<file path="src/rtl/fps_pkg.sv">
// Package with register map, reset values and field layouts of the fan shutoff and binding block.
package fps_pkg;

  // ==========================================================================
  // Register offsets
  // ==========================================================================
  localparam logic [7:0] FPS_OFS_COEF = 8'h32;
  localparam logic [7:0] FPS_OFS_CUTOFF_A = 8'h33;
  localparam logic [7:0] FPS_OFS_CUTOFF_B = 8'h34;
  localparam logic [7:0] FPS_OFS_BINDING = 8'h35;

  // ==========================================================================
  // Reset values
  // ==========================================================================
  localparam logic [7:0] FPS_RST_CUTOFF = 8'h00;
  localparam logic [7:0] FPS_RST_BINDING = 8'h30;

  // ==========================================================================
  // Field layout
  // ==========================================================================
  localparam int FPS_CUTOFF_LSB = 3;
  localparam int FPS_CUTOFF_W = 5;
  localparam int FPS_THR_SHIFT = 3;
  localparam int FPS_THR_W = 9;
  localparam int FPS_COEF_W = 3;
  localparam logic [2:0] FPS_COEF_BYPASS = 3'h0;

  typedef struct packed {
    logic table_four_cpu_zone_b;
    logic table_three_cpu_zone_a;
    logic table_two_cpu_zone_b;
    logic table_one_cpu_zone_a;
    logic chan_b_from_loop;
    logic chan_a_from_loop;
    logic loop_uses_cpu_zone_b;
    logic loop_uses_cpu_zone_a;
  } fps_binding_s;

  typedef struct packed {
    logic wr;
    logic [7:0] addr;
    logic [7:0] wdata;
  } fps_reg_req_s;

endpackage : fps_pkg

</file>
<file path="src/rtl/fps_cutoff.sv">
// One PWM channel's low duty cutoff: threshold forming and output forcing.
module fps_cutoff
  import fps_pkg::*;
#(
  parameter int DUTY_W = 9
) (
  // Settings
  input wire logic [FPS_CUTOFF_W-1:0] cutoff_level,
  input wire logic [FPS_COEF_W-1:0] smoothing_coef,
  // Duty path
  input wire logic [DUTY_W-1:0] filt_duty,
  output logic [DUTY_W-1:0] cut_duty
);

  if (DUTY_W < FPS_THR_W) begin : g_bad_duty_w
    $error("fps_cutoff: DUTY_W must be at least the threshold width");
  end

  // ==========================================================================
  // Threshold and forcing
  // ==========================================================================
  wire logic [DUTY_W-1:0] threshold;
  wire logic bypassed;
  wire logic below;

  assign threshold = DUTY_W'({cutoff_level, {FPS_THR_SHIFT{1'b0}}});
  assign bypassed = (smoothing_coef == FPS_COEF_BYPASS);
  assign below = (filt_duty < threshold);
  // Bypassed filter leaves the duty untouched.
  assign cut_duty = (below && !bypassed) ? '0 : filt_duty;

endmodule : fps_cutoff

</file>
<file path="src/rtl/fps_top.sv">
// Fan PWM low duty cutoff and PI/table temperature source binding.

// Behaviour
// - Threshold equals cutoff field times eight
// - Duty below threshold forces PWM off
// - Bypassed filter ignores the cutoff threshold
// - Coefficient code zero bypasses filter and cutoff
// - Bit 0 binds zone 1 to loop
// - Bit 1 binds zone 2 to loop
// - Both bound: loop regulates hotter zone
// - Loop binding changes zone filtering options
// - Bit 2 drives PWM A from loop
// - Bit 3 drives PWM B from loop
// - Bit 4: table one zone 1, else 3
// - Bit 5: table two zone 2, else 4
// - Bit 6: table three zone 1, else 3
// - Bit 7: table four zone 2, else 4
module fps_top
  import fps_pkg::*;
#(
  parameter int DUTY_W = 9,
  parameter int TEMP_W = 16
) (
  // Clock and reset
  input wire logic core_clk,
  input wire logic resetn,
  // Register access from the serial interface engine
  input wire logic reg_wr,
  input wire logic [7:0] reg_addr,
  input wire logic [7:0] reg_wdata,
  output logic [7:0] reg_rdata,
  // Filter coefficients held by the filter settings register
  input wire logic [FPS_COEF_W-1:0] chan_a_smoothing_coef,
  input wire logic [FPS_COEF_W-1:0] chan_b_smoothing_coef,
  // Duty sources
  input wire logic [DUTY_W-1:0] chan_a_filt_duty,
  input wire logic [DUTY_W-1:0] chan_b_filt_duty,
  input wire logic [DUTY_W-1:0] loop_duty,
  // Zone temperatures, signed
  input wire logic [TEMP_W-1:0] zone1_temp,
  input wire logic [TEMP_W-1:0] zone2_temp,
  input wire logic [TEMP_W-1:0] zone3_temp,
  input wire logic [TEMP_W-1:0] zone4_temp,
  // PWM duty outputs
  output logic [DUTY_W-1:0] chan_a_duty,
  output logic [DUTY_W-1:0] chan_b_duty,
  // Loop input
  output logic [TEMP_W-1:0] loop_temp,
  output logic loop_temp_valid,
  output logic zone1_loop_filtering,
  output logic zone2_loop_filtering,
  // Table inputs
  output logic [TEMP_W-1:0] table1_temp,
  output logic [TEMP_W-1:0] table2_temp,
  output logic [TEMP_W-1:0] table3_temp,
  output logic [TEMP_W-1:0] table4_temp
);

  // ==========================================================================
  // Parameter checks
  // ==========================================================================
  if (TEMP_W < 2) begin : g_bad_temp_w
    $error("fps_top: TEMP_W must be at least 2");
  end
  if (DUTY_W < FPS_THR_W) begin : g_bad_duty_w
    $error("fps_top: DUTY_W must be at least the threshold width");
  end

  // ==========================================================================
  // Register file
  // ==========================================================================
  fps_reg_req_s req;
  logic [FPS_CUTOFF_W-1:0] cutoff_a_ff;
  logic [FPS_CUTOFF_W-1:0] cutoff_b_ff;
  fps_binding_s binding_ff;
  logic [7:0] reg_rdata_ff;
  wire logic wr_cut_a;
  wire logic wr_cut_b;
  wire logic wr_bind;
  wire logic [FPS_CUTOFF_W-1:0] wr_cut_field;
  wire logic [7:0] nxt_rdata;

  assign req = '{wr: reg_wr, addr: reg_addr, wdata: reg_wdata};
  assign wr_cut_a = req.wr && (req.addr == FPS_OFS_CUTOFF_A);
  assign wr_cut_b = req.wr && (req.addr == FPS_OFS_CUTOFF_B);
  assign wr_bind = req.wr && (req.addr == FPS_OFS_BINDING);
  // Only the upper field is stored; low bits of a write are dropped.
  assign wr_cut_field = req.wdata[FPS_CUTOFF_LSB +: FPS_CUTOFF_W];

  function automatic logic [7:0] cutoff_view(input logic [FPS_CUTOFF_W-1:0] lvl);
    cutoff_view = {lvl, {FPS_CUTOFF_LSB{1'b0}}};
  endfunction

  // Unmapped offsets read zero so other blocks can be OR-ed in.
  assign nxt_rdata = (req.addr == FPS_OFS_CUTOFF_A) ? cutoff_view(cutoff_a_ff) :
                     (req.addr == FPS_OFS_CUTOFF_B) ? cutoff_view(cutoff_b_ff) :
                     (req.addr == FPS_OFS_BINDING) ? binding_ff : 8'h00;

  always_ff @(posedge core_clk or negedge resetn) begin
    if (!resetn) begin
      cutoff_a_ff <= FPS_RST_CUTOFF[FPS_CUTOFF_LSB +: FPS_CUTOFF_W];
      cutoff_b_ff <= FPS_RST_CUTOFF[FPS_CUTOFF_LSB +: FPS_CUTOFF_W];
      binding_ff <= FPS_RST_BINDING;
      reg_rdata_ff <= 8'h00;
    end else begin
      if (wr_cut_a) cutoff_a_ff <= wr_cut_field;
      if (wr_cut_b) cutoff_b_ff <= wr_cut_field;
      if (wr_bind) binding_ff <= req.wdata;
      reg_rdata_ff <= nxt_rdata;
    end
  end

  assign reg_rdata = reg_rdata_ff;

  // ==========================================================================
  // PWM paths
  // ==========================================================================
  wire logic [DUTY_W-1:0] cut_a;
  wire logic [DUTY_W-1:0] cut_b;
  wire logic [DUTY_W-1:0] nxt_duty_a;
  wire logic [DUTY_W-1:0] nxt_duty_b;

  fps_cutoff #(.DUTY_W(DUTY_W)) u_cut_a (
    .cutoff_level(cutoff_a_ff),
    .smoothing_coef(chan_a_smoothing_coef),
    .filt_duty(chan_a_filt_duty),
    .cut_duty(cut_a)
  );

  fps_cutoff #(.DUTY_W(DUTY_W)) u_cut_b (
    .cutoff_level(cutoff_b_ff),
    .smoothing_coef(chan_b_smoothing_coef),
    .filt_duty(chan_b_filt_duty),
    .cut_duty(cut_b)
  );

  assign nxt_duty_a = binding_ff.chan_a_from_loop ? loop_duty : cut_a;
  assign nxt_duty_b = binding_ff.chan_b_from_loop ? loop_duty : cut_b;

  // ==========================================================================
  // Temperature routing
  // ==========================================================================
  function automatic logic [TEMP_W-1:0] hotter(input logic [TEMP_W-1:0] x,
                                               input logic [TEMP_W-1:0] y);
    hotter = ($signed(x) >= $signed(y)) ? x : y;
  endfunction

  function automatic logic [TEMP_W-1:0] pick_zone(input logic use_cpu,
                                                  input logic [TEMP_W-1:0] cpu_temp,
                                                  input logic [TEMP_W-1:0] other_temp);
    pick_zone = use_cpu ? cpu_temp : other_temp;
  endfunction

  wire logic use_z1;
  wire logic use_z2;
  wire logic [TEMP_W-1:0] nxt_loop_temp;
  wire logic nxt_loop_valid;
  wire logic [TEMP_W-1:0] nxt_table1;
  wire logic [TEMP_W-1:0] nxt_table2;
  wire logic [TEMP_W-1:0] nxt_table3;
  wire logic [TEMP_W-1:0] nxt_table4;

  assign use_z1 = binding_ff.loop_uses_cpu_zone_a;
  assign use_z2 = binding_ff.loop_uses_cpu_zone_b;
  assign nxt_loop_temp = (use_z1 && use_z2) ? hotter(zone1_temp, zone2_temp) :
                         use_z2 ? zone2_temp :
                         use_z1 ? zone1_temp : '0;
  assign nxt_loop_valid = use_z1 || use_z2;
  // Each table reads a processor zone when its bit is set, else a board zone.
  assign nxt_table1 = pick_zone(binding_ff.table_one_cpu_zone_a,
                                zone1_temp, zone3_temp);
  assign nxt_table2 = pick_zone(binding_ff.table_two_cpu_zone_b,
                                zone2_temp, zone4_temp);
  assign nxt_table3 = pick_zone(binding_ff.table_three_cpu_zone_a,
                                zone1_temp, zone3_temp);
  assign nxt_table4 = pick_zone(binding_ff.table_four_cpu_zone_b,
                                zone2_temp, zone4_temp);

  logic [DUTY_W-1:0] chan_a_duty_ff;
  logic [DUTY_W-1:0] chan_b_duty_ff;
  logic [TEMP_W-1:0] loop_temp_ff;
  logic loop_valid_ff;
  logic z1_filt_ff;
  logic z2_filt_ff;
  logic [TEMP_W-1:0] table1_ff;
  logic [TEMP_W-1:0] table2_ff;
  logic [TEMP_W-1:0] table3_ff;
  logic [TEMP_W-1:0] table4_ff;

  always_ff @(posedge core_clk or negedge resetn) begin
    if (!resetn) begin
      chan_a_duty_ff <= '0;
      chan_b_duty_ff <= '0;
      loop_temp_ff <= '0;
      loop_valid_ff <= 1'b0;
      z1_filt_ff <= 1'b0;
      z2_filt_ff <= 1'b0;
      table1_ff <= '0;
      table2_ff <= '0;
      table3_ff <= '0;
      table4_ff <= '0;
    end else begin
      chan_a_duty_ff <= nxt_duty_a;
      chan_b_duty_ff <= nxt_duty_b;
      loop_temp_ff <= nxt_loop_temp;
      loop_valid_ff <= nxt_loop_valid;
      z1_filt_ff <= use_z1;
      z2_filt_ff <= use_z2;
      table1_ff <= nxt_table1;
      table2_ff <= nxt_table2;
      table3_ff <= nxt_table3;
      table4_ff <= nxt_table4;
    end
  end

  assign chan_a_duty = chan_a_duty_ff;
  assign chan_b_duty = chan_b_duty_ff;
  assign loop_temp = loop_temp_ff;
  assign loop_temp_valid = loop_valid_ff;
  assign zone1_loop_filtering = z1_filt_ff;
  assign zone2_loop_filtering = z2_filt_ff;
  assign table1_temp = table1_ff;
  assign table2_temp = table2_ff;
  assign table3_temp = table3_ff;
  assign table4_temp = table4_ff;

endmodule : fps_top
</file>
<file path="config.mk">
export PLATFORM = sky130hd
export DESIGN_NAME = fps_top
export DESIGN_NICKNAME = d
export VERILOG_FILES = /design/src/rtl/fps_pkg.sv /design/src/rtl/fps_cutoff.sv /design/src/rtl/fps_top.sv
export SDC_FILE = /design/constraint.sdc
export NUM_CORES = 1
export LEC_CHECK = 0
export BUFFER_PORTS_ARGS = -buffer_cell sky130_fd_sc_hd__buf_2
export CAP_MARGIN = 0
export CORE_MARGIN = 5
export CORE_UTILIZATION = 44
export CTS_BUF_LIST = sky130_fd_sc_hd__clkbuf_16
export DETAILED_ROUTE_END_ITERATION = 7
export GPL_ROUTABILITY_DRIVEN = 0
export GPL_TIMING_DRIVEN = 0
export PLACE_DENSITY = 0.83
export SYNTH_ARGS = -nofsm -noshare
export SYNTH_HDL_FRONTEND = slang
export SYNTH_SLANG_ARGS = --single-unit
</file>
<file path="constraint.sdc">
create_clock -name core_clk -period 1.8 [get_ports core_clk]
set_input_delay 0.45 -clock core_clk [delete_from_list [all_inputs] [get_ports core_clk]]
set_output_delay 0.45 -clock core_clk [all_outputs]
set_load 0.01 [all_outputs]
</file>
Word level (Yosys, flattened, before mapping)
Cells that the tools add are included. W data, S select, Z words.

Order comparisons: 3. Equal/unequal tests: 3. Mux-type cells: 15. Reduce and logical (&&, ||, !) cells: 11.

Operators by type and width (count): $mux W16 (8); $mux W9 (4); $eq A8 B6 Y1 const B (3); $mux W8 (3); $lt A9 B8 Y1 (2); $ge A16 B16 Y1 (1); $logic_and A1 B1 Y1 (6); $logic_not A3 Y1 (2); $logic_not A1 Y1 (2); $logic_or A1 B1 Y1 (1).

Bits in registers: 127. Input port bits: 116. Output and inout port bits: 109. Word-level logic and storage cells: 53.

Longest topological paths before layout
Gate-level depths: netlist of the first run.

Depth in word-level cells: 5. Gate-level depth with buffers: 9. Gate-level depth less buffers: 8.

Cells and area by module
A second synthesis of the first run with hierarchy kept.

Cells, all modules: 427. Area total of the unflattened synthesis: 5660.4 um^2.

Modules (own cells, without submodules): fps_top (times used 1, cells an instance 379, area each 5310.1 um^2, seq. area each 3180.6 um^2); fps_cutoff (times used 2, cells an instance 24, area each 175.2 um^2, seq. area each 0.0 um^2).

Worst setup path before layout of the first run
OpenSTA, ideal clock, no wires.

Path type: input to register. Start point: in zone2_temp[15]. End point: reg loop_temp_ff[10] (netlist: loop_temp[10]). Setup time: 126 ps. Arrival time: 2444 ps. Required time: 1674 ps. Setup slack: -769 ps. Stages: 9. Buffers on the path: 1. Cell sequence: inv_1 ha_1 nand4_2 or4_4 a21o_1 and2_4 a21o_2 buf_6 a221o_1.

Longest elaborated chain between the ends: 3.

Ends and longest elaborated chain: start, declared (line fps_top.sv:41) `input wire logic [TEMP_W-1:0] zone2_temp,`; $ge A16 B16 Y1 (line fps_top.sv:145) `hotter = ($signed(x) >= $signed(y)) ? x : y;`; $mux W16 (line fps_top.sv:145); $mux W16 (line fps_top.sv:165) `assign nxt_loop_temp = (use_z1 && use_z2) ? hotter(zone1_temp, zone2_temp) :`; named net nxt_loop_temp[10] (line fps_top.sv:156) `wire logic [TEMP_W-1:0] nxt_loop_temp;`; end signal, assigned (line fps_top.sv:205) `loop_temp_ff <= nxt_loop_temp;`; end, declared (line fps_top.sv:181) `logic [TEMP_W-1:0] loop_temp_ff;`.

The timed path passes the listed nets, and every way through them passes these cells. A chain may end at the register's enable or synchronous reset.

Worst setup path after layout of the first run
Start point: in zone1_temp[14]. End point: reg loop_temp_ff[14] (netlist: loop_temp[14]).

Longest elaborated chain between the ends: 3. Elaborated cells between the ends (all ways): 5. Classes of those cells: 1 x order compare; 4 x mux.

Ends and longest elaborated chain: start, declared (line fps_top.sv:40) `input wire logic [TEMP_W-1:0] zone1_temp,`; $ge A16 B16 Y1 or $mux W16 (tied branches) (line fps_top.sv:145, fps_top.sv:167); $mux W16, on equally long branches (line fps_top.sv:145, fps_top.sv:166); $mux W16 * (line fps_top.sv:165); named net nxt_loop_temp[14] (line fps_top.sv:156).

The timed path passes the listed nets; every way through them passes the cells marked *.

==> results of run 1 <==
-- placed cells by master (no fill, tap or decap), types with 5 or more instances in the layout --
cell	netlist	routed
a21o_1	7	7
a21oi_1	6	6
a221o_1	16	16
a222oi_1	5	5
and2_1	18	18
buf_2	0	213
buf_4	0	15
buf_6	2	14
buf_8	0	5
clkbuf_1	10	6
clkbuf_16	0	17
clkinv_2	0	6
dfrtp_1	125	125
ha_1	24	13
ha_4	0	11
inv_1	30	20
inv_2	0	5
inv_4	0	5
mux2_2	84	84
nand2_1	25	23
nand2b_1	19	19
nor3_1	6	6
o21ai_2	0	14
-- cell usage after synthesis (2+ instances only) --
library cell	n
nand4_1	2
nand2b_1	19
a2111oi_2	2
nand2_1	25
a222oi_1	5
nor2_1	2
a221o_1	16
buf_6	2
buf_1	3
o21ai_0	16
a21oi_1	6
and2_1	18
mux2_2	84
dfrtp_1	125
nor3_1	6
clkbuf_1	10
o21ai_1	2
dfstp_2	2
nor3b_1	2
inv_1	30
ha_1	24
nor2b_1	3
a21o_1	7
-- where the power goes --
part           internal, mW  total (mW)  switching (mW)
sequential             3.00        3.06          0.0583
combinational         0.507        1.04           0.531
clock                  2.00        3.23            1.23
-- metal layers --
metal	vias up	routed length, um	global-route usage [%]
met4	0	468	9.80
met3	33	1030	5.85
met2	181	8820	39.1
met5	-	0	0
li1	2017	-	-
met1	2256	6310	25.2
-- flip-flops by register name (all words and copies together), names as in the netlist, 5 cells and up --
name	count
binding_ff	6
chan_a_duty	9
chan_b_duty	9
cutoff_a_ff	5
cutoff_b_ff	5
loop_temp	16
reg_rdata	8
table1_temp	16
table2_temp	16
table3_temp	16
table4_temp	16
-- per-stage QoR --
step | cell area [um2] | setup TNS, ns
4_1_cts | 8020 | -9.76
3_3_place_gp | 7060 | -188.96
2_1_floorplan | 5720 | -10.08
3_5_place_dp | 7090 | -36.85
6_report | 8080 | -9.48
5_1_grt | 8080 | -11.09
-- worst register-to-register path: stages (launching register included) --
cell and delay [ns]:
dfrtp_1 0.39, inv_2 0.08, ha_4 0.19, a21o_1 0.16, a21o_1 0.15, a21o_1 0.18, a2111oi_4 0.31, buf_6 0.22
o21ai_2 0.08
-- timing repair --
| action | CTS | global route |
|---|---|---|
| endpoints found under the hold margin | 0 | 0 |
| buffers inserted | 16 | 2 |
| endpoints found under the setup margin | 79 | 54 |
| gates resized for setup | 71 | 10 |
| gates cloned | 2 | 0 |
| pin swaps | 29 | 6 |
-- kinds of logic after synthesis --
family / count (synthesis)
flip-flops: 127
adder cells (fa/ha/maj): 24
AO/OA/AOI/OAI: 58
multiplexers: 84
buffers and inverters: 45
AND/OR/NAND/NOR: 84
-- final cells by class --
| class | count | area (um2) | share of cell area [%] |
|---|---|---|---|
| clock buffer | 17 | 425 | 5.27 |
| buffer | 12 | 68.8 | 0.852 |
| tap | 172 | 215 | 2.66 |
| sequential | 127 | 3180 | 39.4 |
| clock inverter | 15 | 129 | 1.60 |
| inverter | 30 | 133 | 1.64 |
| multi-input combinational | 250 | 2480 | 30.7 |
| timing repair buffer | 245 | 1450 | 17.9 |
-- final timing paths --
kind | end | cells past startpoint
min | chan_a_duty[0] | 1
min in group core_clk | chan_b_duty[7] | 3
max | loop_temp[14] | 10
max in group asynchronous | table4_temp[10] | 2
max reg2reg | chan_b_duty[6] | 8
min reg2reg | zone1_loop_filtering | 0
==> results.json, run 1 <==
{
  "antenna_left": 0,
  "yosysTopAreaCellShare_pct": 56.5,
  "path_class": "input port to register",
  "drt-wirelength-per-cell_um": 19.1,
  "crit_start": "zone1_temp[14]",
  "cts_made_buffers": 17,
  "path_max_fanout": 5,
  "synth_enable_flop_cells": 0,
  "ys_seq_area_share_pct": 57.4,
  "post-route-util_pct": 64.8,
  "fp-row-count": 41,
  "dpl.hpwl_um": 11700,
  "fin_skew_ns": 0.0108,
  "timing.final.ws_setup_ns": -0.570,
  "syn_to_final_growth_pct": 45.8,
  "synth_compound_area_share_pct": 8.33,
  "worstReg2RegStart": "cutoff_b_ff[1]",
  "root_buffer": "clkbuf_16",
  "yosys-mux-area-fraction_pct": 17.1,
  "antenna_found_initial": 0,
  "fillers": 922,
  "dpl.cell_count": 819,
  "clock-sinks": 127,
  "drtPass1Iterations": 5,
  "p_leak_nw": 3.98,
  "clock_latency_ns": 0.42,
  "rsz0062_at_grt": "true",
  "drcViolationCount": 0,
  "startpoint_type": "input port",
  "clk_path_buf_depth": 2,
  "crit_path_end_kind": "register",
  "ioPinCount": 225,
  "synth_xor_area_share_pct": 0,
  "hold_viol_final": 0,
  "diodes": 0,
  "ctsHoldBuffers": 0,
  "portBuffers": 224,
  "synth_nets": 562,
  "post-route-period-util_pct": 132,
  "drt_iter0_drc": 204,
  "cp_data_arrival_time_ns": 2.67,
  "fin_nets": 823,
  "synthAdderAreaFrac_pct": 5.42,
  "dieArea_um2": 14900,
  "hp-class": "input port to async pin",
  "syn_avg_cell_area_um2": 13.1,
  "max_slew_margin_pct": 58.5,
  "ys_seq_elements": 127,
  "htree_levels": 4,
  "gr-total-overflow": 0,
  "synth_area_leader_cell": "dfrtp_1",
  "grt_pass1_vias": 4802,
  "hold_ws_ns": 0.0189,
  "grt_max_degree": 65,
  "outcome": "finished with violations",
  "cts_tree": "yes",
  "coreArea_um2": 12500,
  "pre_cts_slack_ns": -1.08,
  "ys_warn_count": 0,
  "die_w_um": 122,
  "clk_pin_slew_ns": 0.05,
  "power_density_nw_per_um2": 907,
  "yosys.area_share.simple_pct": 8.45,
  "stdcell_count": 868,
  "yosys_most_used_dff": "dfrtp_1",
  "rrSetupSlack_ns": -0.07,
  "violations": "negative setup slack",
  "maxCapViolations": 0,
  "drv_slew": 0,
  "grt_pass1_wl_um": 24900,
  "cp_top_family": "compound AO/OA/AOI/OAI gates",
  "viasPerCell": 5.17,
  "finalWirelength_um": 16600,
  "worstPathRequired_ns": 2.10,
  "crit_slowest_cell": "or4_4",
  "worstPathCellList": "buf_8 -> ha_4 -> nand4_4 -> or4_4 -> a21o_1 -> buf_6 -> a211oi_4 -> a211oi_4 -> buf_6 -> a221o_1",
  "fmax_ghz": 0.422,
  "drive_gt1_share_pct": 60.2,
  "period_needed_ns": 2.37,
  "crit_buf_inv": 3,
  "die_h_um": 122,
  "synthArstFlopShare_pct": 100,
  "setup_viol": 32,
  "synth.distinct_cells": 34,
  "vdd_ir_drop_max_mv": 0.616,
  "cpPeakStageDelay_ns": 0.59,
  "synth_area_leaders": "dfrtp_1 56%, mux2_2 17%, ha_1 5.4%",
  "synth_top_family_by_area": "multiplexers",
  "synth_cells": 422,
  "grt.total_usage_pct": 22.2,
  "p_total_mw": 7.33,
  "initial_core_util_pct": 44.4,
  "synth_area_um2": 5540,
  "worstMarginPinSlew_ns": 0.623,
  "vias": 4487
}
Power figures use the tool's default switching activity.
==> run 2, diff against run 1 <==
--- a/config.mk
+++ b/config.mk
@@ -13,7 +13,9 @@
 export DETAILED_ROUTE_END_ITERATION = 7
 export GPL_ROUTABILITY_DRIVEN = 0
 export GPL_TIMING_DRIVEN = 0
-export PLACE_DENSITY = 0.83
+export PLACE_DENSITY = 0.82
+export SLEW_MARGIN = 20
 export SYNTH_ARGS = -nofsm -noshare
 export SYNTH_HDL_FRONTEND = slang
+export SYNTH_HIERARCHICAL = 1
 export SYNTH_SLANG_ARGS = --single-unit
==> run 2 against run 1 <==
Effect of this change:
- the run still ends with negative setup slack left
- synthesized cell count is 1.2% higher
- cell area up 5.3%
- non-clock buffer count increased by 3
- total power increased by 3.7%
- routed wire length increased by 6.9%
- via count grew 0.89%
- combinational power grew 9%
- flip-flop and latch count is the same
- clock skew shrank 0.0032 ns
- synthesized area increased by 2.2%
- register-to-register slack lost 0.04 ns
- fmax rose by 22%
- largest cell class unchanged
- largest power group unchanged
==> results.json, run 2 <==
{
  "max_slew_margin_pct": 57.8,
  "path_class": "input port to register",
  "p_leak_nw": 4.02,
  "gr-total-overflow": 0,
  "outcome": "finished with violations",
  "worstPathCellList": "buf_12 -> inv_12 -> ha_4 -> and4_4 -> nand3_4 -> a21o_1 -> and4b_4 -> or2_1 -> buf_6 -> buf_12 -> o21ai_2",
  "post-route-period-util_pct": 108,
  "portBuffers": 224,
  "min_from": "zone2_temp[8]",
  "yosysTopAreaCellShare_pct": 55.3,
  "yosys-top-cells-count": "125 x dfrtp_1, 100 x mux2_2, 30 x inv_1",
  "path_max_fanout": 6,
  "pre_cts_slack_ns": -0.935,
  "min_to": "loop_temp[8]",
  "maxCapViolations": 0,
  "synth_nets": 567,
  "worstPathRequired_ns": 2.14,
  "drcViolationCount": 0,
  "drt-wirelength-per-cell_um": 20.4,
  "dieArea_um2": 15200,
  "synth_enable_flop_cells": 0,
  "root_buffer": "clkbuf_16",
  "cts_made_buffers": 17,
  "initial_core_util_pct": 44.9,
  "setup_viol": 32,
  "htree_levels": 4,
  "fillers": 904,
  "timing.final.ws_setup_ns": -0.145,
  "worstMarginPinSlew_ns": 0.632,
  "antenna_left": 0,
  "cts_tree": "yes",
  "clock_latency_ns": 0.42,
  "final_common_cell": "buf_2",
  "fp-row-count": 41,
  "vias": 4527,
  "final_cell_mix": "205 x buf_2, 125 x dfrtp_1, 97 x mux2_2, 22 x nand2_1, 19 x buf_6",
  "crit_buf_inv": 4,
  "drt_iter0_drc": 305,
  "worstReg2RegStart": "cutoff_b_ff[3]",
  "ys_seq_area_share_pct": 56.2,
  "grt_pass1_vias": 4992,
  "dpl.hpwl_um": 12200,
  "cpPeakStageDelay_ns": 0.27,
  "ioPinCount": 225,
  "power_density_nw_per_um2": 894,
  "ys_warn_count": 6,
  "r2r-end": "chan_b_duty[3]",
  "cp_data_arrival_time_ns": 2.29,
  "startpoint_type": "input port",
  "drtPass1Iterations": 6,
  "cp_top_family": "simple AND/OR/NAND/NOR gates",
  "grt.total_usage_pct": 23.4,
  "die_w_um": 123,
  "hold_depth": 3,
  "ys_seq_elements": 127,
  "clk_path_buf_depth": 2,
  "violations": "negative setup slack",
  "synth_cells": 427,
  "die_h_um": 123,
  "fin_nets": 825,
  "synth.distinct_cells": 36,
  "period_needed_ns": 1.94,
  "viasPerCell": 5.20,
  "vdd_ir_drop_max_mv": 0.584,
  "fin_skew_ns": 0.00757,
  "clock-sinks": 127,
  "hold_viol_final": 0,
  "rsz0062_at_grt": "true",
  "rrSetupSlack_ns": -0.11,
  "synth_area_leader_cell": "dfrtp_1",
  "grt_pass1_wl_um": 26700,
  "crit_slowest_cell": "ha_4",
  "syn_to_final_growth_pct": 50.2,
  "drv_slew": 0,
  "hold_ws_ns": 0.258,
  "synthArstFlopShare_pct": 100,
  "syn_avg_cell_area_um2": 13.3,
  "drive_gt1_share_pct": 66.9,
  "finalWirelength_um": 17800,
  "reg2reg_depth": 7,
  "hp-class": "input port to register",
  "clk_pin_slew_ns": 0.06,
  "grt_max_degree": 74,
  "crit_top_cell": "buf_12",
  "coreArea_um2": 12600,
  "synth_area_leaders": "dfrtp_1 55%, mux2_2 20%, ha_1 5.3%",
  "synth_area_um2": 5660,
  "crit_path_end_kind": "register",
  "yosys_most_used_dff": "dfrtp_1",
  "fmax_ghz": 0.514,
  "antenna_found_initial": 2,
  "synth.most_common_cell": "dfrtp_1"
}
[run 2: final cells by class]
type | count | area [um2] | area share [%]
Antenna cell | 1 | 2.50 | 0.0294
Buffer | 17 | 130 | 1.53
Clock buffer | 17 | 425 | 5.00
Clock inverter | 15 | 163 | 1.91
Inverter | 30 | 135 | 1.59
Multi-Input combinational cell | 249 | 2800 | 32.9
Sequential cell | 127 | 3180 | 37.4
Tap cell | 172 | 215 | 2.53
Timing Repair Buffer | 243 | 1460 | 17.1
[run 2: per-layer routing]
metal	share of wire [%]	vias to the layer above	track usage (%)
met2	55	181	42.1
met1	36	2281	25.8
met3	6.4	35	5.99
met5	0.062	-	0
li1	-	2028	-
met4	2.5	2	11.0
[run 2: kinds of logic after synthesis]
group	synth area share (%)
AOI/OAI and AO/OA	7.69
adders and majority gates	5.31
buffers and inverters	3.93
DFF	56.2
muxes	19.9
and+or+nand+nor	6.99
[run 2: how the worst max path moves through the flow]
| stage | start | end | slack (ns) | cells after the start |
|---|---|---|---|---|
| 2_1_floorplan | zone2_temp[14] | loop_temp[10] | -0.33 | 11 |
| 3_3_place_gp | resetn | chan_b_duty[2] | -1.21 | 1 |
| 3_5_place_dp | zone2_temp[14] | loop_temp[0] | -0.94 | 10 |
| 4_1_cts | cutoff_b_ff[3] | chan_b_duty[3] | -0.09 | 7 |
| 5_1_grt | cutoff_a_ff[3] | chan_a_duty[3] | -0.17 | 7 |
| 6_report | zone2_temp[14] | loop_temp[12] | -0.14 | 11 |
[run 2: power breakdown]
group	total, mW	leakage [nW]	switching, mW	internal (mW)
combinational	1.13	2.17	0.572	0.559
clock	3.41	0.271	1.36	2.05
sequential	3.06	1.58	0.0569	3.00
total	7.60	4.02	1.99	5.61
[run 2: tightest hold or removal path, cell delays in order]
cell	delay, ns
buf_6	0.09
o31ai_4	0.06
o21ai_2	0.04
[run 2: per-stage QoR]
step / cell area [um2] / total power [mW] / TNS (ns) / std cells / util [%]
after floorplan: 5810 / 3.56 / -4.90 / 427 / -
after global placement: 7150 / 3.99 / -177.57 / 823 / 56.7
after detailed placement: 7180 / 4.06 / -30.89 / 824 / 56.9
after CTS: 8330 / 7.59 / -1.49 / 866 / 66.0
after global routing: 8500 / 7.89 / -4.68 / 871 / 67.4
final: 8500 / 7.60 / -3.34 / 871 / 67.4
[run 2: what timing repair did]
item,4_1_cts,5_1_grt
hold buffers,1,0
gates resized for setup,106,29
pin swaps,40,8
cloned,2,0
hold endpoints to repair,33,0
setup buffers,11,4
endpoints found under the setup margin,78,50
